**src/design/chg_cfg.svh**
```systemverilog
// constants of the charger two-wire slave
`ifndef CHG_CFG_SVH
`define CHG_CFG_SVH
`define CHG_CLK_PERIOD_NS 10
`define CHG_PWM_PERIOD_NS 4000
`define CHG_PWM_CYCLES (`CHG_PWM_PERIOD_NS / `CHG_CLK_PERIOD_NS)
`define CHG_SLAVE_ADDR 7'h09
`define CHG_ADDR_WRITE 8'h12
`define CHG_ADDR_READ 8'h13
`define CHG_CMD_MODE 8'h12
`define CHG_CMD_STATUS 8'h13
`define CHG_CMD_CURR 8'h14
`define CHG_CMD_VOLT 8'h15
`define CHG_CMD_ALARM 8'h16
`define CHG_MODE_RST 16'hFFD0
`define CHG_VOLT_RST 16'h47F0
`define CHG_CURR_RST 16'h0007
`define CHG_VOLT_FULL 16'hFFF0
`define CHG_VOLT_MASK 16'hFFF0
`define CHG_MODE_POR_BIT 2
`define CHG_MODE_TSTOP_BIT 10
`define CHG_STAT_BATT_BIT 14
`define CHG_STAT_ALARM_BIT 3
`endif

```
**src/design/chg_pkg.sv**
```systemverilog
// types shared by the charger two-wire slave
package chg_pkg;
	typedef struct packed {
		logic scl;
		logic sda;
		logic scl_rise;
		logic scl_fall;
		logic start;
		logic stop;
	} chg_bus_ev_t;
	typedef struct packed {
		logic [15:0] mode;
		logic [15:0] volt;
		logic [15:0] curr;
	} chg_setpoints_t;
	typedef enum logic [3:0] {
		ST_IDLE, ST_ADDR, ST_CMD, ST_WLO, ST_WHI, ST_RADR, ST_TX_LO, ST_TX_HI, ST_DONE
	} chg_state_t;
endpackage

```
**src/design/chg_bus_sync.sv**
```systemverilog
// pin synchroniser and bus event detector for clock and data lines
`timescale 1ns/1ps
module chg_bus_sync (
	input wire logic i_clk,
	input wire logic i_srst,
	input wire logic i_scl,
	input wire logic i_sda,
	output chg_pkg::chg_bus_ev_t o_ev
);
	import chg_pkg::*;
	logic [1:0] s1_reg;
	logic [1:0] s2_reg;
	logic [1:0] s3_reg;
	// s1 only feeds s2; edges are found between s2 and s3
	always_ff @(posedge i_clk) begin
		if (i_srst) begin
			s1_reg <= 2'h3;
			s2_reg <= 2'h3;
			s3_reg <= 2'h3;
		end else begin
			s1_reg <= {i_scl, i_sda};
			s2_reg <= s1_reg;
			s3_reg <= s2_reg;
		end
	end
	assign o_ev.scl = s2_reg[1];
	assign o_ev.sda = s2_reg[0];
	assign o_ev.scl_rise = s2_reg[1] && !s3_reg[1];
	assign o_ev.scl_fall = !s2_reg[1] && s3_reg[1];
	assign o_ev.start = s2_reg[1] && s3_reg[1] && s3_reg[0] && !s2_reg[0];
	assign o_ev.stop = s2_reg[1] && s3_reg[1] && !s3_reg[0] && s2_reg[0];
endmodule

```
**src/design/chg_smbus_slave.sv**
```systemverilog
// charger two-wire slave: word protocols, setpoints, status and converter timing
//
// Behaviour
// - slave only; never starts a transfer, only answers the master
// - each byte is eight bits plus one acknowledge, nine clocks
// - data line changes only while clock low, except start and stop
// - answer only to fixed 7-bit address 0001001
// - eighth address bit: 0 write word, 1 read word
// - address, then command, then data, between start and stop
// - setpoint, mode and alarm only by write; status only by read
// - command 12h writes mode word, bit 0 is data bit 0
// - battery absent forces thermal stop mode bit to one
// - converter switches at fixed 250 kHz, duty modulated
// - synchronous rectifier off once inductor current reaches zero
// - command 13h returns the 16-bit status word by read
// - command 15h loads voltage setpoint, low four bits ignored
// - command 14h loads current setpoint by write
// - command 16h sets the alarm inhibited status bit
`timescale 1ns/1ps
`include "chg_cfg.svh"
module chg_smbus_slave (
	input wire logic i_clk,
	input wire logic i_srst,
	input wire logic i_scl,
	input wire logic i_sda,
	input wire logic [15:0] i_status,
	input wire logic [8:0] i_duty,
	input wire logic i_zero_current,
	output logic o_sda,
	output logic o_sda_oe,
	output chg_pkg::chg_setpoints_t o_set,
	output logic o_alarm_inh,
	output logic o_hs_gate,
	output logic o_ls_gate
);
	import chg_pkg::*;
	chg_bus_ev_t ev;
	chg_state_t state_reg;
	chg_setpoints_t set_next;
	logic [3:0] cnt_reg;
	logic ack_reg;
	logic [7:0] shift_reg;
	logic [7:0] cmd_reg;
	logic [7:0] hold_reg;
	logic [7:0] tx_reg;
	logic [15:0] stat_s1_reg;
	logic [15:0] stat_s2_reg;
	logic zero_s1_reg;
	logic zero_s2_reg;
	logic zero_seen_reg;
	logic alarm_next;
	logic [8:0] pwm_cnt_reg;

	chg_bus_sync u_sync (
		.i_clk(i_clk),
		.i_srst(i_srst),
		.i_scl(i_scl),
		.i_sda(i_sda),
		.o_ev(ev)
	);

	// analog status pins are asynchronous to this clock
	always_ff @(posedge i_clk) begin
		if (i_srst) begin
			stat_s1_reg <= 16'h0000;
			stat_s2_reg <= 16'h0000;
			zero_s1_reg <= 1'b0;
			zero_s2_reg <= 1'b0;
		end else begin
			stat_s1_reg <= i_status;
			stat_s2_reg <= stat_s1_reg;
			zero_s1_reg <= i_zero_current;
			zero_s2_reg <= zero_s1_reg;
		end
	end

	wire batt = stat_s2_reg[`CHG_STAT_BATT_BIT];
	wire [15:0] status_word = {stat_s2_reg[15:`CHG_STAT_ALARM_BIT + 1], o_alarm_inh,
		stat_s2_reg[`CHG_STAT_ALARM_BIT - 1:0]};
	wire byte_end = ev.scl_fall && !ack_reg && cnt_reg == 4'h8;
	wire ack_end = ev.scl_fall && ack_reg;
	wire addr_hit = shift_reg[7:1] == `CHG_SLAVE_ADDR;
	wire is_read = shift_reg[0];
	wire rd_ok = cmd_reg == `CHG_CMD_STATUS;
	wire tx_state = state_reg == ST_TX_LO || state_reg == ST_TX_HI;
	wire commit = byte_end && state_reg == ST_WHI;
	wire [15:0] wdata = {shift_reg, hold_reg};

	// byte engine; line only ever released or pulled, never started by us
	always_ff @(posedge i_clk) begin
		if (i_srst) begin
			state_reg <= ST_IDLE;
			cnt_reg <= 4'h0;
			ack_reg <= 1'b0;
			shift_reg <= 8'h00;
			cmd_reg <= 8'h00;
			hold_reg <= 8'h00;
			tx_reg <= 8'h00;
			o_sda <= 1'b0;
			o_sda_oe <= 1'b1;
		end else if (ev.start) begin
			state_reg <= ST_ADDR;
			cnt_reg <= 4'h0;
			ack_reg <= 1'b0;
			o_sda_oe <= 1'b1;
		end else if (ev.stop) begin
			state_reg <= ST_IDLE;
			ack_reg <= 1'b0;
			o_sda_oe <= 1'b1;
		end else if (state_reg == ST_IDLE) begin
			cnt_reg <= 4'h0;
		end else if (ev.scl_rise) begin
			if (!ack_reg && cnt_reg < 4'h8) begin
				shift_reg <= {shift_reg[6:0], ev.sda};
				cnt_reg <= cnt_reg + 4'h1;
			end else if (ack_reg && tx_state && ev.sda) begin
				state_reg <= ST_DONE;
			end
		end else if (byte_end) begin
			ack_reg <= 1'b1;
			o_sda_oe <= 1'b1;
			case (state_reg)
				ST_ADDR: begin
					if (addr_hit && !is_read) begin
						o_sda_oe <= 1'b0;
						state_reg <= ST_CMD;
					end else if (addr_hit && rd_ok) begin
						o_sda_oe <= 1'b0;
						state_reg <= ST_RADR;
					end else begin
						state_reg <= ST_DONE;
					end
				end
				ST_CMD: begin
					cmd_reg <= shift_reg;
					o_sda_oe <= 1'b0;
					state_reg <= ST_WLO;
				end
				ST_WLO: begin
					hold_reg <= shift_reg;
					o_sda_oe <= 1'b0;
					state_reg <= ST_WHI;
				end
				ST_WHI: begin
					o_sda_oe <= 1'b0;
					state_reg <= ST_DONE;
				end
				ST_TX_LO, ST_TX_HI: begin
					o_sda_oe <= 1'b1;
				end
				default: begin
					state_reg <= ST_DONE;
				end
			endcase
		end else if (ack_end) begin
			// status latched at read start so both bytes come from one sample
			ack_reg <= 1'b0;
			cnt_reg <= 4'h0;
			case (state_reg)
				ST_RADR: begin
					tx_reg <= {status_word[6:0], 1'b0};
					hold_reg <= status_word[15:8];
					o_sda_oe <= status_word[7];
					state_reg <= ST_TX_LO;
				end
				ST_TX_LO: begin
					tx_reg <= {hold_reg[6:0], 1'b0};
					o_sda_oe <= hold_reg[7];
					state_reg <= ST_TX_HI;
				end
				ST_TX_HI: begin
					o_sda_oe <= 1'b1;
					state_reg <= ST_DONE;
				end
				default: begin
					o_sda_oe <= 1'b1;
				end
			endcase
		end else if (ev.scl_fall && tx_state && !ack_reg) begin
			o_sda_oe <= tx_reg[7];
			tx_reg <= {tx_reg[6:0], 1'b0};
		end
	end

	// setpoint and mode update; battery removal overrides setpoint and alarm writes and the thermal stop mode bit
	always_comb begin
		set_next = o_set;
		alarm_next = o_alarm_inh;
		if (commit) begin
			case (cmd_reg)
				`CHG_CMD_MODE: begin
					set_next.mode = wdata;
					if (wdata[`CHG_MODE_POR_BIT]) begin
						set_next.volt = `CHG_VOLT_FULL;
						set_next.curr = `CHG_CURR_RST;
						alarm_next = 1'b0;
					end
				end
				`CHG_CMD_VOLT: begin
					set_next.volt = wdata & `CHG_VOLT_MASK;
					alarm_next = 1'b0;
				end
				`CHG_CMD_CURR: begin
					set_next.curr = wdata;
					alarm_next = 1'b0;
				end
				`CHG_CMD_ALARM: begin
					alarm_next = 1'b1;
				end
				default: begin
					alarm_next = o_alarm_inh;
				end
			endcase
		end
		if (!batt) begin
			set_next.mode[`CHG_MODE_TSTOP_BIT] = 1'b1;
			set_next.volt = `CHG_VOLT_RST;
			set_next.curr = `CHG_CURR_RST;
			alarm_next = 1'b0;
		end
	end

	always_ff @(posedge i_clk) begin
		if (i_srst) begin
			o_set <= {`CHG_MODE_RST, `CHG_VOLT_RST, `CHG_CURR_RST};
			o_alarm_inh <= 1'b0;
		end else begin
			o_set <= set_next;
			o_alarm_inh <= alarm_next;
		end
	end

	// converter timing: fixed period, duty from the error loop
	wire pwm_tick = pwm_cnt_reg == 9'(`CHG_PWM_CYCLES - 1);
	wire hs_on = pwm_cnt_reg < i_duty;

	always_ff @(posedge i_clk) begin
		if (i_srst) begin
			pwm_cnt_reg <= 9'h000;
			zero_seen_reg <= 1'b0;
			o_hs_gate <= 1'b0;
			o_ls_gate <= 1'b0;
		end else begin
			pwm_cnt_reg <= pwm_tick ? 9'h000 : pwm_cnt_reg + 9'h001;
			zero_seen_reg <= !pwm_tick && (zero_seen_reg || zero_s2_reg);
			o_hs_gate <= hs_on;
			o_ls_gate <= !hs_on && !zero_seen_reg && !zero_s2_reg;
		end
	end
endmodule

```
**config.mk**
```make
export PLATFORM = sky130hd
export DESIGN_NAME = chg_smbus_slave
export DESIGN_NICKNAME = d
export VERILOG_FILES = /design/src/design/chg_pkg.sv /design/src/design/chg_bus_sync.sv /design/src/design/chg_smbus_slave.sv
export VERILOG_INCLUDE_DIRS = /design/src /design/src/design
export SDC_FILE = /design/constraint.sdc
export NUM_CORES = 1
export LEC_CHECK = 0
export BUFFER_PORTS_ARGS = -buffer_cell sky130_fd_sc_hd__buf_2
export CAP_MARGIN = 0
export CORE_MARGIN = 8
export CORE_UTILIZATION = 45
export DETAILED_ROUTE_END_ITERATION = 8
export PLACE_DENSITY = 0.65
export SLEW_MARGIN = 20
export SYNTH_ARGS = -nofsm -noshare
export SYNTH_HDL_FRONTEND = slang
export SYNTH_SLANG_ARGS = --single-unit
```
**constraint.sdc**
```tcl
create_clock -name i_clk -period 5.4 [get_ports i_clk]
set_input_delay 0.27 -clock i_clk [delete_from_list [all_inputs] [get_ports i_clk]]
set_output_delay 0.27 -clock i_clk [all_outputs]
set_load 0.02 [all_outputs]
```
; Word-level counts from Yosys, hierarchy flattened
; Cells that the tools add are included.
[totals]
ff_bits = 143
in_bits = 30
output_inout_bits = 53
word_cells = 166
[classes]
add_sub_neg = 2
order_cmp = 2
n_eq_ne = 27
n_mux = 38
bitwise_logic = 6
reduce_logical = 66
[ops]
columns = op, count
row1 = one-hot mux 16 bit (2 select lines), 2
row2 = two-way mux 4 bit, 12
row3 = two-way mux 8 bit, 6
row4 = == test 8 x 5 -> 1 bit (second input constant), 5
row5 = two-way mux 32 bit, 1
row6 = logical AND 1 bit, 21
row7 = AND reduction 6 bit, 3
row8 = == test 4 x 3 -> 1 bit (second input constant), 4
row9 = one-hot mux 4 bit (4 select lines), 1
row10 = one-hot mux 8 bit (2 select lines), 1
row11 = AND reduction 3 bit, 5
row12 = AND reduction 7 bit, 2
row13 = one-hot mux 4 bit (3 select lines), 1
row14 = nonzero test 3 bit, 4
row15 = two-way mux 1 bit, 11
row16 = zero test 1 bit, 10
row17 = nonzero test 2 bit, 5
row18 = nonzero test 5 bit, 2
row19 = OR reduction 2 bit, 5
row20 = adder 9 x 1 -> 9 bit (second input constant), 1
row21 = == test 9 bit (second input constant), 1
row22 = less-than comparator 9 bit, 1
row23 = == test 4 x 2 -> 1 bit (second input constant), 2
row24 = == test 7 x 4 -> 1 bit (second input constant), 1
row25 = 22 further kinds, 34

; Logic depth before layout (Yosys ltp)
; Gate-level depths: netlist (run 1).
[logic_depth]
word_depth = 10
depth_mapped = 9

; Modules after synthesis
; A second synthesis (run 1) with hierarchy kept.
[hier_totals]
cells_unflattened = 629
hier_area_um2 = 5744.3
[modules_own_cells]
columns = mod, n_inst, cells_per_inst, area_each_um2, seq_area_each_um2
row1 = chg_smbus_slave, 1, 613, 5554.1, 2602.5
row2 = chg_bus_sync, 1, 16, 190.2, 120.1

; Least setup slack after synthesis (run 1)
; OpenSTA, ideal clock, no wires.
[synth_timing]
path_kind = register to register
startpoint = reg cmd_reg[5]
endpoint = reg o_set[25] (netlist bit)
setup_time_ps = 128
arrival_ps = 1987
t_required_ps = 5272
path_slack_ps = 3285
stages_incl_launch_ff = 8
n_path_buf = 2
period_less_slack_ps = 2115
path_cell_list = dfxtp_1 -> or4b_4 -> or2_0 -> buf_6 -> or4_4 -> buf_6 -> o22ai_2 -> nand2_1
[synth_via]
elab_chain_cells = 3
[synth_rtl]
columns = item, line_no
row1 = "start, declared", chg_smbus_slave.sv:43  ; logic [7:0] cmd_reg;
row2 = "start signal, assigned", chg_smbus_slave.sv:135  ; cmd_reg <= shift_reg;
row3 = == test 8 x 5 -> 1 bit, chg_smbus_slave.sv:190  ; case (cmd_reg)
row4 = inequality test 2 bit (no source line) / nonzero test 2 bit (equally long branches), -
row5 = AND reduction 3 bit (no source line), -
row6 = "end signal, assigned", chg_smbus_slave.sv:225  ; o_set <= {`CHG_MODE_RST, `CHG_VOLT_RST, `CHG_CURR_RST};
row7 = "end signal, assigned", chg_smbus_slave.sv:228  ; o_set <= set_next;
row8 = "end, declared", chg_smbus_slave.sv:31  ; output chg_pkg::chg_setpoints_t o_set,
; Parallel ways exist; a longest one is shown, timed or not.
; A chain may end at the register's enable or synchronous reset.

; Final worst setup path (run 1)
[layout_timing]
startpoint = reg cnt_reg[0]
endpoint = reg o_set[36] (netlist bit)
[layout_via]
elab_chain_cells = 4
[layout_rtl]
columns = item, line_no
row1 = "start, declared", chg_smbus_slave.sv:40  ; logic [3:0] cnt_reg;
row2 = "start signal, assigned", chg_smbus_slave.sv:115  ; cnt_reg <= cnt_reg + 4'h1;
row3 = == test 4 bit, chg_smbus_slave.sv:80  ; wire byte_end = ev.scl_fall && !ack_reg && cnt_reg == 4'h8;
row4 = logical AND 1 bit, chg_smbus_slave.sv:80
row5 = logical AND 1 bit, chg_smbus_slave.sv:86  ; wire commit = byte_end && state_reg == ST_WHI;
row6 = AND reduction 2 bit (no source line), -
; No other way between the ends.

==> results of run 1 <==
-- worst max-delay path: stages (launching register included) --
cell,delay (ps)
dfxtp_1,340
inv_1,70
ha_1,170
nand4bb_1,240
nor4_2,430
or4b_2,1000
nor3_1,290
a21oi_1,60
-- final cells by class --
cell class	count	share of cell area (%)
clock inverters	3	0.973
repair buffers	80	6.23
inverters	13	0.730
well taps	172	3.22
clock buffers	27	7.37
flip-flops and latches	136	40.7
multi-input cells	445	40.8
-- logic make-up (layout without fill, tap and decap cells) --
group / count (synthesis) / count (layout) / synth area share (%)
mux: 23 / 23 / 4.02
flops: 136 / 136 / 47.5
compound gates: 114 / 114 / 13.2
xor+xnor: 6 / 6 / 0.918
buf+inv: 64 / 123 / 5.31
simple gates: 286 / 286 / 26.5
other cells: 1 / 5 / 0.0655
fa+ha+maj: 11 / 11 / 2.40
-- where the power goes --
group	internal [mW]	switching, mW
clock	0.710	0.391
combinational	0.0280	0.0395
sequential	1.02	0.00860
-- Yosys cell counts (6+ instances only) --
cell / n / area share (%)
a211o_1: 6 / 0.92
a21oi_1: 39 / 3.4
a311oi_1: 8 / 1.2
buf_1: 6 / 0.39
buf_4: 7 / 0.92
clkbuf_1: 28 / 1.8
dfxtp_1: 136 / 48
ha_1: 11 / 2.4
inv_1: 13 / 0.85
mux2i_1: 23 / 4.0
nand2_1: 78 / 5.1
nand2b_1: 9 / 0.98
nand3_1: 20 / 1.7
nor2_1: 68 / 4.5
nor2b_1: 40 / 4.4
nor3_1: 8 / 0.70
nor3_2: 9 / 1.6
nor4b_1: 6 / 0.92
o21ai_0: 23 / 2.0
o21ai_1: 6 / 0.52
o22ai_2: 9 / 2.0
or2_2: 6 / 0.66
-- worst max-delay path by stage --
stage,endpoint,slack [ps],cells past startpoint
2_1_floorplan,o_set[25],3280,7
3_3_place_gp,o_set[1],2590,7
3_5_place_dp,o_set[0],2480,7
4_1_cts,o_set[0],2480,7
5_1_grt,cmd_reg[0],2360,7
6_report,o_set[36],2650,7
-- per-layer routing --
| layer | GRT usage [%] | vias up | part of all wire [%] | wire length [um] |
|---|---|---|---|---|
| li1 | - | 2291 | - | - |
| met1 | 19.6 | 2147 | 45 | 5950 |
| met2 | 25.5 | 119 | 47 | 6120 |
| met3 | 4.76 | 32 | 5.3 | 688 |
| met4 | 8.43 | 0 | 2.6 | 345 |
| met5 | 0 | - | 0 | 0 |
==> tab_implementation.tex, run 1 <==
\begin{tabular}{lr}
\hline
Metric & Value \\
\hline
\multicolumn{2}{l}{\textbf{Synthesis}} \\
\quad Post-Synthesis Cells & 641 \\
\quad Sequential-to-total area share from yosys stat & 47.5\% \\
\quad Flip-flop and latch count after synthesis & 136 \\
\quad Proportion of register bits with asynchronous set or reset after synthesis & 0\% \\
\quad Count of warnings emitted by yosys & 0 \\
\quad Dominant synthesized flop cell & dfxtp\_1 \\
\quad Yosys cell types & 63 \\
\quad Post-synthesis cell area & 5730 sq um \\
\quad Average instance area after synthesis & 8.93 sq um \\
\quad Post-synth EDFFs & 0 \\
\multicolumn{2}{l}{\textbf{Critical path}} \\
\quad R2R Path Start & cnt\_reg[0] \\
\quad Startpoint type of the worst setup path & flop \\
\quad Crit Path Category & reg2reg \\
\quad Critical path required time & 5650 ps \\
\quad Number of cells on the worst reg-to-reg path & 7 \\
\quad Data arrival, critical path & 3000 ps \\
\quad Critical register-to-register path endpoint & o\_set[36] \\
\quad Minimum setup slack among reg-to-reg paths & 2650 ps \\
\quad CP Launch Point & cnt\_reg[0] \\
\quad Largest fanout of any net on the critical path & 27 \\
\quad Crit. End Element & flop \\
\multicolumn{2}{l}{\textbf{Placed design}} \\
\quad IO buf count & 76 \\
\quad Placed wire-length estimate & 8960 um \\
\quad Setup slack after placement & 2480 ps \\
\quad Total instance count after detailed placement & 845 \\
\quad Gp weighted congestion & 0.888 \\
\quad Placed standard-cell area & 6110 sq um \\
\multicolumn{2}{l}{\textbf{GRT}} \\
\quad First-pass GRT wire length & 21500 um \\
\quad Number of global-route vias before repair & 4470 \\
\quad Remaining global-route overflow & 0 \\
\quad Initial antenna violation count & 0 \\
\quad GRT Overall Usage & 16.2\% \\
\quad Largest net degree at the start of global routing & 54 \\
\multicolumn{2}{l}{\textbf{Hold path}} \\
\quad Start point of the worst hold path & i\_scl \\
\quad Class of the tightest hold or removal check & in2reg \\
\quad Count of cells along the worst hold path & 2 \\
\quad End point of the worst hold path & u\_sync.s1\_reg[1] \\
\multicolumn{2}{l}{\textbf{Timing}} \\
\quad RSZ-0062 raised after global routing & no \\
\quad Fin Setup TNS & 0 ps \\
\quad Clock Skew & 26.0 ps \\
\quad Normalized max-slew margin & 45.6\% \\
\quad Crit share post-route & 50.9\% \\
\quad Number of max-slew violations in the final report & 0 \\
\quad Transition at the pin with the smallest max-transition slack & 814 ps \\
\quad Fin Hold WS & 54.2 ps \\
\quad F\_max & 364 MHz \\
\quad Number of endpoints with negative hold slack in the final report & 0 \\
\quad Final critical path time including I/O delays and setup & 2750 ps \\
\quad Final-report setup violation count & 0 \\
\quad Worst setup margin & 2650 ps \\
\multicolumn{2}{l}{\textbf{Floorplan}} \\
\quad Die area & 16600 sq um \\
\quad Die width & 129 um \\
\quad DIE HEIGHT & 129 um \\
\quad Num rows & 41 \\
\quad Initial core utilization & 45.8\% \\
\quad Area of the core & 12500 sq um \\
\quad Number of primary I/O pins & 83 \\
\multicolumn{2}{l}{\textbf{Clocking}} \\
\quad Buffer cell driving the clock tree root & clkbuf\_16 \\
\quad Clock Latency Late Sink & 420 ps \\
\quad H-tree levels & 4 \\
\quad Clock tree from TritonCTS & built \\
\quad Clk sink count & 136 \\
\quad Clock input transition at the sequential cells of the worst setup and hold paths & 50 ps \\
\quad Setup repair bufs after CTS & 0 \\
\quad Num CTS Buffers & 17 \\
\quad Clock buffer depth & 2 \\
\quad Hold Buf Count CTS & 0 \\
\quad Cells resized by post-CTS repair & 0 \\
\multicolumn{2}{l}{\textbf{Outcome}} \\
\quad Status & complete, no violations \\
\multicolumn{2}{l}{\textbf{Detailed routing}} \\
\quad Remaining design rule violation count & 0 \\
\quad Via density per instance & 5.24 \\
\quad Vias post-DR & 4589 \\
\quad Average wire length per cell after detail routing & 14.9 um \\
\quad Drt pass-1 iters & 5 \\
\quad Number of antenna-violating nets in the routed design & 0 \\
\quad Drt total wl & 13100 um \\
\quad Detailed router's first-iteration violation count & 267 \\
\multicolumn{2}{l}{\textbf{Power}} \\
\quad Total power density per cell area & 329 nW/um\^{}2 \\
\quad Total leakage power & 2.60 nW \\
\quad Final total power & 2.20 mW \\
\quad Maximum vdd ir drop & 0.170 mV \\
\multicolumn{2}{l}{\textbf{Final layout}} \\
\quad Fraction of layout cells with a size suffix above 1 & 19.2\% \\
\quad Most frequent cells in the layout & dfxtp\_1, nand2\_1, buf\_2 \\
\quad Layout fillers & 1200 \\
\quad Most common library cell in the layout ignoring fill and taps & dfxtp\_1 \\
\quad Total inserted antenna cells & 0 \\
\quad Synth-to-layout area growth & 16.8\% \\
\quad Net total in the final layout & 734 \\
\quad Multi-input logic area & 2730 sq um \\
\quad Storage element area & 2720 sq um \\
\quad Final std cell area, no fill & 6690 sq um \\
\quad Final standard cell count with taps included and fillers excluded & 876 \\
\quad Flip-flop count of the largest register, all copies and words added & 44 \\
\quad Layout Utilization & 53.4\% \\
\multicolumn{2}{l}{\textbf{Job}} \\
\quad Number of max-cap violations & 0 \\
\hline
\end{tabular}
Power figures use the tool's default switching activity.
==> run 2, diff against run 1 <==
--- a/config.mk
+++ b/config.mk
@@ -6,12 +6,13 @@
 export SDC_FILE = /design/constraint.sdc
 export NUM_CORES = 1
 export LEC_CHECK = 0
+export ABC_AREA = 1
 export BUFFER_PORTS_ARGS = -buffer_cell sky130_fd_sc_hd__buf_2
 export CAP_MARGIN = 0
 export CORE_MARGIN = 8
 export CORE_UTILIZATION = 45
 export DETAILED_ROUTE_END_ITERATION = 8
-export PLACE_DENSITY = 0.65
+export PLACE_DENSITY = 0.68
 export SLEW_MARGIN = 20
 export SYNTH_ARGS = -nofsm -noshare
 export SYNTH_HDL_FRONTEND = slang
==> constraint.sdc (replaced) <==
create_clock -name i_clk -period 2.4 [get_ports i_clk]
set_input_delay 0.12 -clock i_clk [delete_from_list [all_inputs] [get_ports i_clk]]
set_output_delay 0.12 -clock i_clk [all_outputs]
set_load 0.02 [all_outputs]
==> run 2 against run 1 <==
Area after synthesis grew 0.76%. Maximum frequency grew 37%. Critical endpoint is now o_set[26]. Cell area grew 6.3%. Clock skew shrank 20 ps. Sequential share of layout area shrank 2.4 points. Sequential power grew 130%. Final cell count grew 19%. Largest power group unchanged. Critical path type unchanged. Global-route usage grew 0.37 points. Synthesized cell count grew 19%. Sequential cell count is the same. Die area grew 0.67%. Setup slack lost 2300 ps.
==> tab_implementation.tex, run 2 <==
\begin{tabular}{lr}
\hline
Metric & Value \\
\hline
\multicolumn{2}{l}{\textbf{Final layout}} \\
\quad Net total in the final layout & 899 (was 734) \\
\quad Fraction of layout cells with a size suffix above 1 & 18.2\% (was 19.2\%) \\
\quad Most frequent cells in the layout & nand2\_1, dfxtp\_1, inv\_1 (was dfxtp\_1, nand2\_1, buf\_2) \\
\quad Most common library cell in the layout ignoring fill and taps & nand2\_1 (was dfxtp\_1) \\
\quad Total inserted antenna cells & 0 (unchanged) \\
\quad Synth-to-layout area growth & 23.2\% (was 16.8\%) \\
\quad Final std cell area, no fill & 7110 sq um (was 6690 sq um) \\
\quad Flip-flop count of the largest register, all copies and words added & 44 (unchanged) \\
\multicolumn{2}{l}{\textbf{Synthesis}} \\
\quad Library cell with the highest instance count after synthesis & nand2\_1 (was dfxtp\_1) \\
\quad Proportion of register bits with asynchronous set or reset after synthesis & 0\% (unchanged) \\
\quad Yosys cell types & 41 (was 63) \\
\quad Count of warnings emitted by yosys & 0 (unchanged) \\
\quad Flip-flop and latch count after synthesis & 136 (unchanged) \\
\quad Post-synthesis cell area & 5770 sq um (was 5730 sq um) \\
\quad Library cell occupying the most area in the post-synthesis netlist & dfxtp\_1 (unchanged) \\
\quad Synth top area cells & dfxtp\_1, nand2\_1, inv\_1, nor2\_1, o21ai\_0 (was dfxtp\_1, nand2\_1, nor2\_1, nor2b\_1, mux2i\_1) \\
\quad Commonest cells post-synth & nand2\_1, dfxtp\_1, inv\_1, nor2\_1, o21ai\_0 (was dfxtp\_1, nand2\_1, nor2\_1, nor2b\_1, a21oi\_1) \\
\quad Dominant synthesized flop cell & dfxtp\_1 (unchanged) \\
\quad Average instance area after synthesis & 7.58 sq um (was 8.93 sq um) \\
\quad Sequential-to-total area share from yosys stat & 47.2\% (was 47.5\%) \\
\quad Top-area cell type share of the netlist area & 47.2\% (was 47.5\%) \\
\quad Post-synth EDFFs & 0 (unchanged) \\
\quad Post-Synthesis Cells & 761 (was 641) \\
\multicolumn{2}{l}{\textbf{Floorplan}} \\
\quad DIE HEIGHT & 129 um (about the same) \\
\quad Die area & 16700 sq um (was 16600 sq um) \\
\quad Area of the core & 12600 sq um (was 12500 sq um) \\
\quad Num rows & 41 (unchanged) \\
\quad Initial core utilization & 45.9\% (was 45.8\%) \\
\quad Number of primary I/O pins & 83 (unchanged) \\
\quad Die width & 129 um (about the same) \\
\multicolumn{2}{l}{\textbf{Power}} \\
\quad Part of the total power dissipated in combinational logic & 3.7\% (was 3.1\%) \\
\quad Total leakage power & 3.37 nW (was 2.60 nW) \\
\quad Part of the power in the clock network & 52.9\% (was 50.1\%) \\
\quad Sw Share & 19.8\% (was 20.0\%) \\
\quad Total power density per cell area & 750 nW/um\^{}2 (was 329 nW/um\^{}2) \\
\quad Sequential group share of total power & 43.5\% (was 46.8\%) \\
\quad Maximum vdd ir drop & 0.565 mV (was 0.170 mV) \\
\quad Final total power & 5.33 mW (was 2.20 mW) \\
\quad Switching power total & 1.05 mW (was 439 uW) \\
\quad Internal power & 4.28 mW (was 1.76 mW) \\
\multicolumn{2}{l}{\textbf{Clocking}} \\
\quad Num CTS Buffers & 17 (unchanged) \\
\quad Clk sink count & 136 (unchanged) \\
\quad Setup repair bufs after CTS & 0 (unchanged) \\
\quad Clock Latency Late Sink & 420 ps (about the same) \\
\quad Clock input transition at the sequential cells of the worst setup and hold paths & 60 ps (was 50 ps) \\
\quad Clock tree from TritonCTS & built (unchanged) \\
\quad H-tree levels & 4 (unchanged) \\
\quad Clock buffer depth & 2 (unchanged) \\
\quad Buffer cell driving the clock tree root & clkbuf\_16 (unchanged) \\
\multicolumn{2}{l}{\textbf{Timing}} \\
\quad F\_max & 498 MHz (was 364 MHz) \\
\quad Number of max-slew violations in the final report & 0 (unchanged) \\
\quad Number of endpoints with negative hold slack in the final report & 0 (unchanged) \\
\quad Crit share post-route & 83.7\% (was 50.9\%) \\
\quad Fin Setup TNS & 0 ps (unchanged) \\
\quad Fin Hold WS & 143 ps (was 54.2 ps) \\
\quad Final-report setup violation count & 0 (unchanged) \\
\quad Worst setup margin & 392 ps (was 2650 ps) \\
\quad Clock Skew & 5.54 ps (was 26.0 ps) \\
\quad Normalized max-slew margin & 60.8\% (was 45.6\%) \\
\quad Final critical path time including I/O delays and setup & 2010 ps (was 2750 ps) \\
\quad RSZ-0062 raised after global routing & no (unchanged) \\
\quad Transition at the pin with the smallest max-transition slack & 586 ps (was 814 ps) \\
\multicolumn{2}{l}{\textbf{Critical path}} \\
\quad Destination of the critical timing path & o\_set[26] (was o\_set[36]) \\
\quad CP Launch Point & cnt\_reg[0] (unchanged) \\
\quad CP Cell Sequence & inv\_1 > ha\_1 > nand2\_1 > inv\_1 > nand3\_4 > nor2\_4 > nand2\_1 > nand2\_1 > inv\_2 > nand2\_1 > nand3\_1 (was inv\_1 > ha\_1 > nand4bb\_1 > nor4\_2 > or4b\_2 > nor3\_1 > a21oi\_1) \\
\quad Largest fanout of any net on the critical path & 17 (was 27) \\
\quad Crit. End Element & flop (unchanged) \\
\quad Critical register-to-register path endpoint & o\_set[26] (was o\_set[36]) \\
\quad Largest stage delay, worst path & 340 ps (was 1000 ps) \\
\quad Data arrival, critical path & 2300 ps (was 3000 ps) \\
\quad Crit Path Category & reg2reg (unchanged) \\
\quad Startpoint type of the worst setup path & flop (unchanged) \\
\quad Most Frequent Cell on Critical Path & nand2\_1 \\
\quad R2R Path Start & cnt\_reg[0] (unchanged) \\
\quad Minimum setup slack among reg-to-reg paths & 390 ps (was 2650 ps) \\
\quad Number of cells on the worst reg-to-reg path & 11 (was 7) \\
\quad Highest-delay cell along the critical path & dfxtp\_1 (was or4b\_2) \\
\quad Critical path required time & 2690 ps (was 5650 ps) \\
\multicolumn{2}{l}{\textbf{GRT}} \\
\quad GRT Overall Usage & 16.5\% (was 16.2\%) \\
\quad Largest net degree at the start of global routing & 48 (was 54) \\
\quad Number of global-route vias before repair & 4624 (was 4470) \\
\quad Initial antenna violation count & 0 (unchanged) \\
\quad Remaining global-route overflow & 0 (unchanged) \\
\quad First-pass GRT wire length & 21900 um (was 21500 um) \\
\multicolumn{2}{l}{\textbf{Placed design}} \\
\quad Placed wire-length estimate & 9270 um (was 8960 um) \\
\quad IO buf count & 76 (unchanged) \\
\quad Gp weighted congestion & 0.917 (was 0.888) \\
\quad Placed standard-cell area & 6280 sq um (was 6110 sq um) \\
\quad Setup slack after placement & 409 ps (was 2480 ps) \\
\multicolumn{2}{l}{\textbf{Detailed routing}} \\
\quad Remaining design rule violation count & 0 (unchanged) \\
\quad Drt total wl & 13100 um (about the same) \\
\quad Average wire length per cell after detail routing & 12.6 um (was 14.9 um) \\
\quad Drt pass-1 iters & 5 (unchanged) \\
\quad Via density per instance & 4.73 (was 5.24) \\
\quad Detailed router's first-iteration violation count & 267 (unchanged) \\
\quad Number of antenna-violating nets in the routed design & 0 (unchanged) \\
\quad Vias post-DR & 4931 (was 4589) \\
\multicolumn{2}{l}{\textbf{Hold path}} \\
\quad Start point of the worst hold path & i\_duty[0] (was i\_scl) \\
\quad Class of the tightest hold or removal check & in2reg (unchanged) \\
\multicolumn{2}{l}{\textbf{Outcome}} \\
\quad Status & complete, no violations (unchanged) \\
\multicolumn{2}{l}{\textbf{Job}} \\
\quad Number of max-cap violations & 0 (unchanged) \\
\hline
\end{tabular}
-- run 2: cell types whose count changed in the layout (fill, tap and decap cells not counted), moves of 10 or more --
cell,before,now
nor2b_1,40,0
nand3_1,20,41
dlygate4sd3_1,0,18
inv_1,13,111
mux2i_1,23,0
nand2_1,78,137
nor2_1,68,101
o211ai_2,0,10
a21oi_1,38,50
o21ai_0,23,57
-- run 2: per-layer routing --
metal  part of all wire (%)  up-vias  global-route usage, %
met2                     45      108                   26.3
met4                    2.0        0                   6.08
met5                      0        -                      0
li1                       -     2616                      -
met1                     48     2183                   20.7
met3                    5.1       24                   5.05
-- run 2: how the worst min path moves through the flow --
stage / end / slack (ps) / cells after the start
6_report: o_hs_gate / 140 / 5
5_1_grt: o_hs_gate / 190 / 5
2_1_floorplan: u_sync.s1_reg[0] / 220 / 1
3_3_place_gp: u_sync.s1_reg[0] / 310 / 2
3_5_place_dp: u_sync.s1_reg[0] / 320 / 2
4_1_cts: o_hs_gate / 140 / 5
-- run 2: power by group through the flow --
stage	registers [mW]	logic (mW)	clock network [mW]
finish	2.32	0.195	2.82
detailed placement	2.37	0.173	0
global placement	2.36	0.171	0
global route	2.32	0.223	2.98
floorplan	2.36	0.126	0
CTS	2.32	0.195	2.86
-- run 2: metrics by stage --
stage | util [%] | cells
4_1_cts | 56.6 | 1042
3_3_place_gp | 50.0 | 993
3_5_place_dp | 50.0 | 993
2_1_floorplan | - | 765
6_report | 56.6 | 1042
5_1_grt | 56.6 | 1042
-- run 2: cell type report --
cell class	count	area, sq um
Clock buffer	25	515
Clock inverter	6	135
Fill cell	1177	5460
Inverter	119	448
Multi-Input combinational cell	480	2440
Sequential cell	136	2720
Tap cell	172	215
Timing Repair Buffer	104	636
-- run 2: critical path: cells and delay by family (launching register included) --
family / cells / cell delay (ps)
AND/OR/NAND/NOR: 7 / 1080
flip-flops: 1 / 340
adder cells (fa/ha/maj): 1 / 150
buffers and inverters: 3 / 310
-- run 2: cell families (layout without fill, tap and decap cells) --
logic type / after synthesis / after routing / share of synthesized area (%)
adders and majority gates: 11 / 11 / 2.39
AOI/OAI and AO/OA: 139 / 139 / 14.3
buffers and inverters: 149 / 254 / 10.8
DFF: 136 / 136 / 47.2
and+or+nand+nor: 322 / 322 / 24.8
other: 1 / 5 / 0.0650
xor gates and xnor gates: 3 / 3 / 0.455
-- run 2: what timing repair did --
| action | in CTS | in global routing |
|---|---|---|
| endpoints found under the hold margin | 18 | 0 |
| gates resized for setup | 0 | 0 |
| hold buffers | 18 | 0 |
| endpoints found under the setup margin | 0 | 0 |
==> run 3, diff against run 2 <==
--- a/config.mk
+++ b/config.mk
@@ -6,13 +6,13 @@
 export SDC_FILE = /design/constraint.sdc
 export NUM_CORES = 1
 export LEC_CHECK = 0
-export ABC_AREA = 1
+export ABC_AREA = 0
 export BUFFER_PORTS_ARGS = -buffer_cell sky130_fd_sc_hd__buf_2
 export CAP_MARGIN = 0
 export CORE_MARGIN = 8
 export CORE_UTILIZATION = 45
 export DETAILED_ROUTE_END_ITERATION = 8
-export PLACE_DENSITY = 0.68
+export PLACE_DENSITY = 0.65
 export SLEW_MARGIN = 20
 export SYNTH_ARGS = -nofsm -noshare
 export SYNTH_HDL_FRONTEND = slang
==> constraint.sdc (replaced) <==
create_clock -name i_clk -period 1.87 [get_ports i_clk]
set_input_delay 0.0935 -clock i_clk [delete_from_list [all_inputs] [get_ports i_clk]]
set_output_delay 0.0935 -clock i_clk [all_outputs]
set_load 0.02 [all_outputs]
==> run 3 against run 2 <==
The run now ends with setup timing left. Die area is 0.66% lower. First-iteration DRC count is 17% higher. Cell area rose by 10%. Non-clock buffer count is 66 higher. Clock power rose by 15%. Total power grew 21%. Setup slack worse by 630 ps. Utilization is 6.2 points higher. Wire length up 16%. Via count increased by 2.8%. Critical path depth down 5. Largest cell class is now multi-input combinational cells.
==> tab_implementation.tex, run 3 (synthesis results as in run 1) <==
\begin{tabular}{lr}
\hline
Metric & Value \\
\hline
\multicolumn{2}{l}{\textbf{Critical path}} \\
\quad CP Launch Point & cmd\_reg[5] (was cnt\_reg[0]) \\
\quad Startpoint type of the worst setup path & flop (unchanged) \\
\quad Crit Path Category & reg2reg (unchanged) \\
\quad R2R Path Start & cmd\_reg[5] (was cnt\_reg[0]) \\
\quad Highest-delay cell along the critical path & or4b\_4 (was dfxtp\_1) \\
\quad Data arrival, critical path & 2390 ps (was 2300 ps) \\
\quad Crit. End Element & flop (unchanged) \\
\quad CP Cell Sequence & or4b\_4 > nor4\_4 > or4b\_4 > buf\_12 > mux2i\_1 > nor2\_1 (was inv\_1 > ha\_1 > nand2\_1 > inv\_1 > nand3\_4 > nor2\_4 > nand2\_1 > nand2\_1 > inv\_2 > nand2\_1 > nand3\_1) \\
\quad Largest fanout of any net on the critical path & 7 (was 17) \\
\quad Largest stage delay, worst path & 570 ps (was 340 ps) \\
\quad Minimum setup slack among reg-to-reg paths & -240 ps (was 390 ps) \\
\quad Critical path required time & 2150 ps (was 2690 ps) \\
\quad Most Frequent Cell on Critical Path & or4b\_4 (was nand2\_1) \\
\multicolumn{2}{l}{\textbf{Detailed routing}} \\
\quad Remaining design rule violation count & 0 (unchanged) \\
\quad Number of antenna-violating nets in the routed design & 0 (unchanged) \\
\quad Via density per instance & 5.24 (was 4.73) \\
\quad Vias post-DR & 5068 (was 4931) \\
\quad Drt total wl & 15200 um (was 13100 um) \\
\quad Average wire length per cell after detail routing & 15.7 um (was 12.6 um) \\
\quad Drt pass-1 iters & 5 (unchanged) \\
\quad Detailed router's first-iteration violation count & 313 (was 267) \\
\multicolumn{2}{l}{\textbf{Timing}} \\
\quad Normalized max-slew margin & 64.2\% (was 60.8\%) \\
\quad Crit share post-route & 113\% (was 83.7\%) \\
\quad Worst setup margin & -242 ps (was 392 ps) \\
\quad Transition at the pin with the smallest max-transition slack & 537 ps (was 586 ps) \\
\quad RSZ-0062 raised after global routing & yes (was no) \\
\quad F\_max & 473 MHz (was 498 MHz) \\
\quad Clock Skew & 7.53 ps (was 5.54 ps) \\
\quad Number of max-slew violations in the final report & 0 (unchanged) \\
\quad Final critical path time including I/O delays and setup & 2110 ps (was 2010 ps) \\
\quad Final-report setup violation count & 48 (was 0) \\
\quad Number of endpoints with negative hold slack in the final report & 0 (unchanged) \\
\multicolumn{2}{l}{\textbf{Clocking}} \\
\quad Buffer cell driving the clock tree root & clkbuf\_16 (unchanged) \\
\quad Clock tree from TritonCTS & built (unchanged) \\
\quad Clock buffer depth & 2 (unchanged) \\
\quad Clk sink count & 136 (unchanged) \\
\quad Num CTS Buffers & 17 (unchanged) \\
\quad H-tree levels & 4 (unchanged) \\
\quad Clock Latency Late Sink & 410 ps (was 420 ps) \\
\quad Clock input transition at the sequential cells of the worst setup and hold paths & 60 ps (about the same) \\
\multicolumn{2}{l}{\textbf{Final layout}} \\
\quad Most common library cell in the layout ignoring fill and taps & dfxtp\_1 (was nand2\_1) \\
\quad Most frequent cells in the layout & dfxtp\_1, buf\_2, nand2\_1 (was nand2\_1, dfxtp\_1, inv\_1) \\
\quad Final standard cell count with taps included and fillers excluded & 967 (was 1042) \\
\quad Final std cell area, no fill & 7860 sq um (was 7110 sq um) \\
\quad Synth-to-layout area growth & 37.2\% (was 23.2\%) \\
\quad Net total in the final layout & 825 (was 899) \\
\quad Flip-flop count of the largest register, all copies and words added & 44 (unchanged) \\
\quad Layout fillers & 1079 (was 1177) \\
\quad Storage element area & 2730 sq um (was 2720 sq um) \\
\quad Multi-input logic area & 2990 sq um (was 2440 sq um) \\
\quad Fraction of layout cells with a size suffix above 1 & 31.3\% (was 18.2\%) \\
\quad Total inserted antenna cells & 0 (unchanged) \\
\multicolumn{2}{l}{\textbf{Power}} \\
\quad Final total power & 6.47 mW (was 5.33 mW) \\
\quad Maximum vdd ir drop & 0.743 mV (was 0.565 mV) \\
\quad Total leakage power & 3.13 nW (was 3.37 nW) \\
\quad Total power density per cell area & 824 nW/um\^{}2 (was 750 nW/um\^{}2) \\
\multicolumn{2}{l}{\textbf{Job}} \\
\quad Number of max-cap violations & 0 (unchanged) \\
\multicolumn{2}{l}{\textbf{Floorplan}} \\
\quad DIE HEIGHT & 129 um (about the same) \\
\quad Initial core utilization & 45.8\% (was 45.9\%) \\
\quad Die area & 16600 sq um (was 16700 sq um) \\
\quad Area of the core & 12500 sq um (was 12600 sq um) \\
\quad Num rows & 41 (unchanged) \\
\quad Die width & 129 um (about the same) \\
\quad Number of primary I/O pins & 83 (unchanged) \\
\multicolumn{2}{l}{\textbf{Placed design}} \\
\quad Gp weighted congestion & 0.839 (was 0.917) \\
\quad Total instance count after detailed placement & 903 (was 993) \\
\quad Placed standard-cell area & 6600 sq um (was 6280 sq um) \\
\quad Placed wire-length estimate & 10000 um (was 9270 um) \\
\quad IO buf count & 76 (unchanged) \\
\multicolumn{2}{l}{\textbf{GRT}} \\
\quad Number of global-route vias before repair & 4884 (was 4624) \\
\quad Largest net degree at the start of global routing & 56 (was 48) \\
\quad GRT Overall Usage & 18.2\% (was 16.5\%) \\
\quad Remaining global-route overflow & 0 (unchanged) \\
\quad First-pass GRT wire length & 23800 um (was 21900 um) \\
\quad Initial antenna violation count & 0 (unchanged) \\
\multicolumn{2}{l}{\textbf{Hold path}} \\
\quad Class of the tightest hold or removal check & in2reg (unchanged) \\
\quad Start point of the worst hold path & i\_srst (was i\_duty[0]) \\
\multicolumn{2}{l}{\textbf{Outcome}} \\
\quad Violated checks & setup timing \\
\quad Status & complete, but fails checks (was complete, no violations) \\
\hline
\end{tabular}
run 3: per-layer routing:
layer  up-vias  routed length (um)  global-route usage (%)
met5         -                   0                       0
met4         0                 333                    8.43
li1       2498                   -                       -
met1      2423                6580                    21.8
met3        26                 702                    4.63
met2       121                7590                    30.1
run 3: path summary, 6_finish.rpt:
path | endpoint | cells after the start
setup / recovery | o_set[37] | 6
hold / removal | cmd_reg[3] | 2
setup reg to reg | o_set[37] | 6
hold reg to reg | u_sync.s2_reg[0] | 1
run 3: worst max-delay path: cells and delay by family (launching register included):
| kind | cells | cell delay (ps) |
|---|---|---|
| flops | 1 | 310 |
| mux | 1 | 150 |
| buf+inv | 1 | 180 |
| simple gates | 4 | 1340 |
run 3: area by class of cell:
cell class | instances | area share, %
Multi-Input combinational cell | 446 | 38.1
Sequential cell | 136 | 34.7
Timing Repair Buffer | 170 | 16.6
Clock buffer | 23 | 6.08
Tap cell | 172 | 2.74
Clock inverter | 7 | 1.19
Inverter | 13 | 0.621
run 3: where the power goes:
group	internal (mW)	switching, mW	total, mW
clock	2.05	1.19	3.24
sequential	2.95	0.0189	2.97
combinational	0.123	0.138	0.262
total	5.12	1.35	6.47
run 3: per-stage QoR:
stage	setup TNS (ps)	hold slack [ps]	util (%)	worst slack, ps
final	-7150	32.2	62.8	-242
after detailed placement	-6350	287	52.7	-287
after CTS	-7170	4.68	60.0	-222
after global placement	-5090	280	52.7	-322
after floorplan	-4560	197	-	-210
after global routing	-10150	31.9	62.8	-307
run 3: repair_timing:
item | in CTS | in global routing
hold endpoints to repair | 18 | 0
setup endpoints to repair | 56 | 70
gates resized for setup | 26 | 52
pin swaps | 3 | 10
cloned | 3 | 4
buffers inserted | 4 | 5
hold buffers | 18 | 0
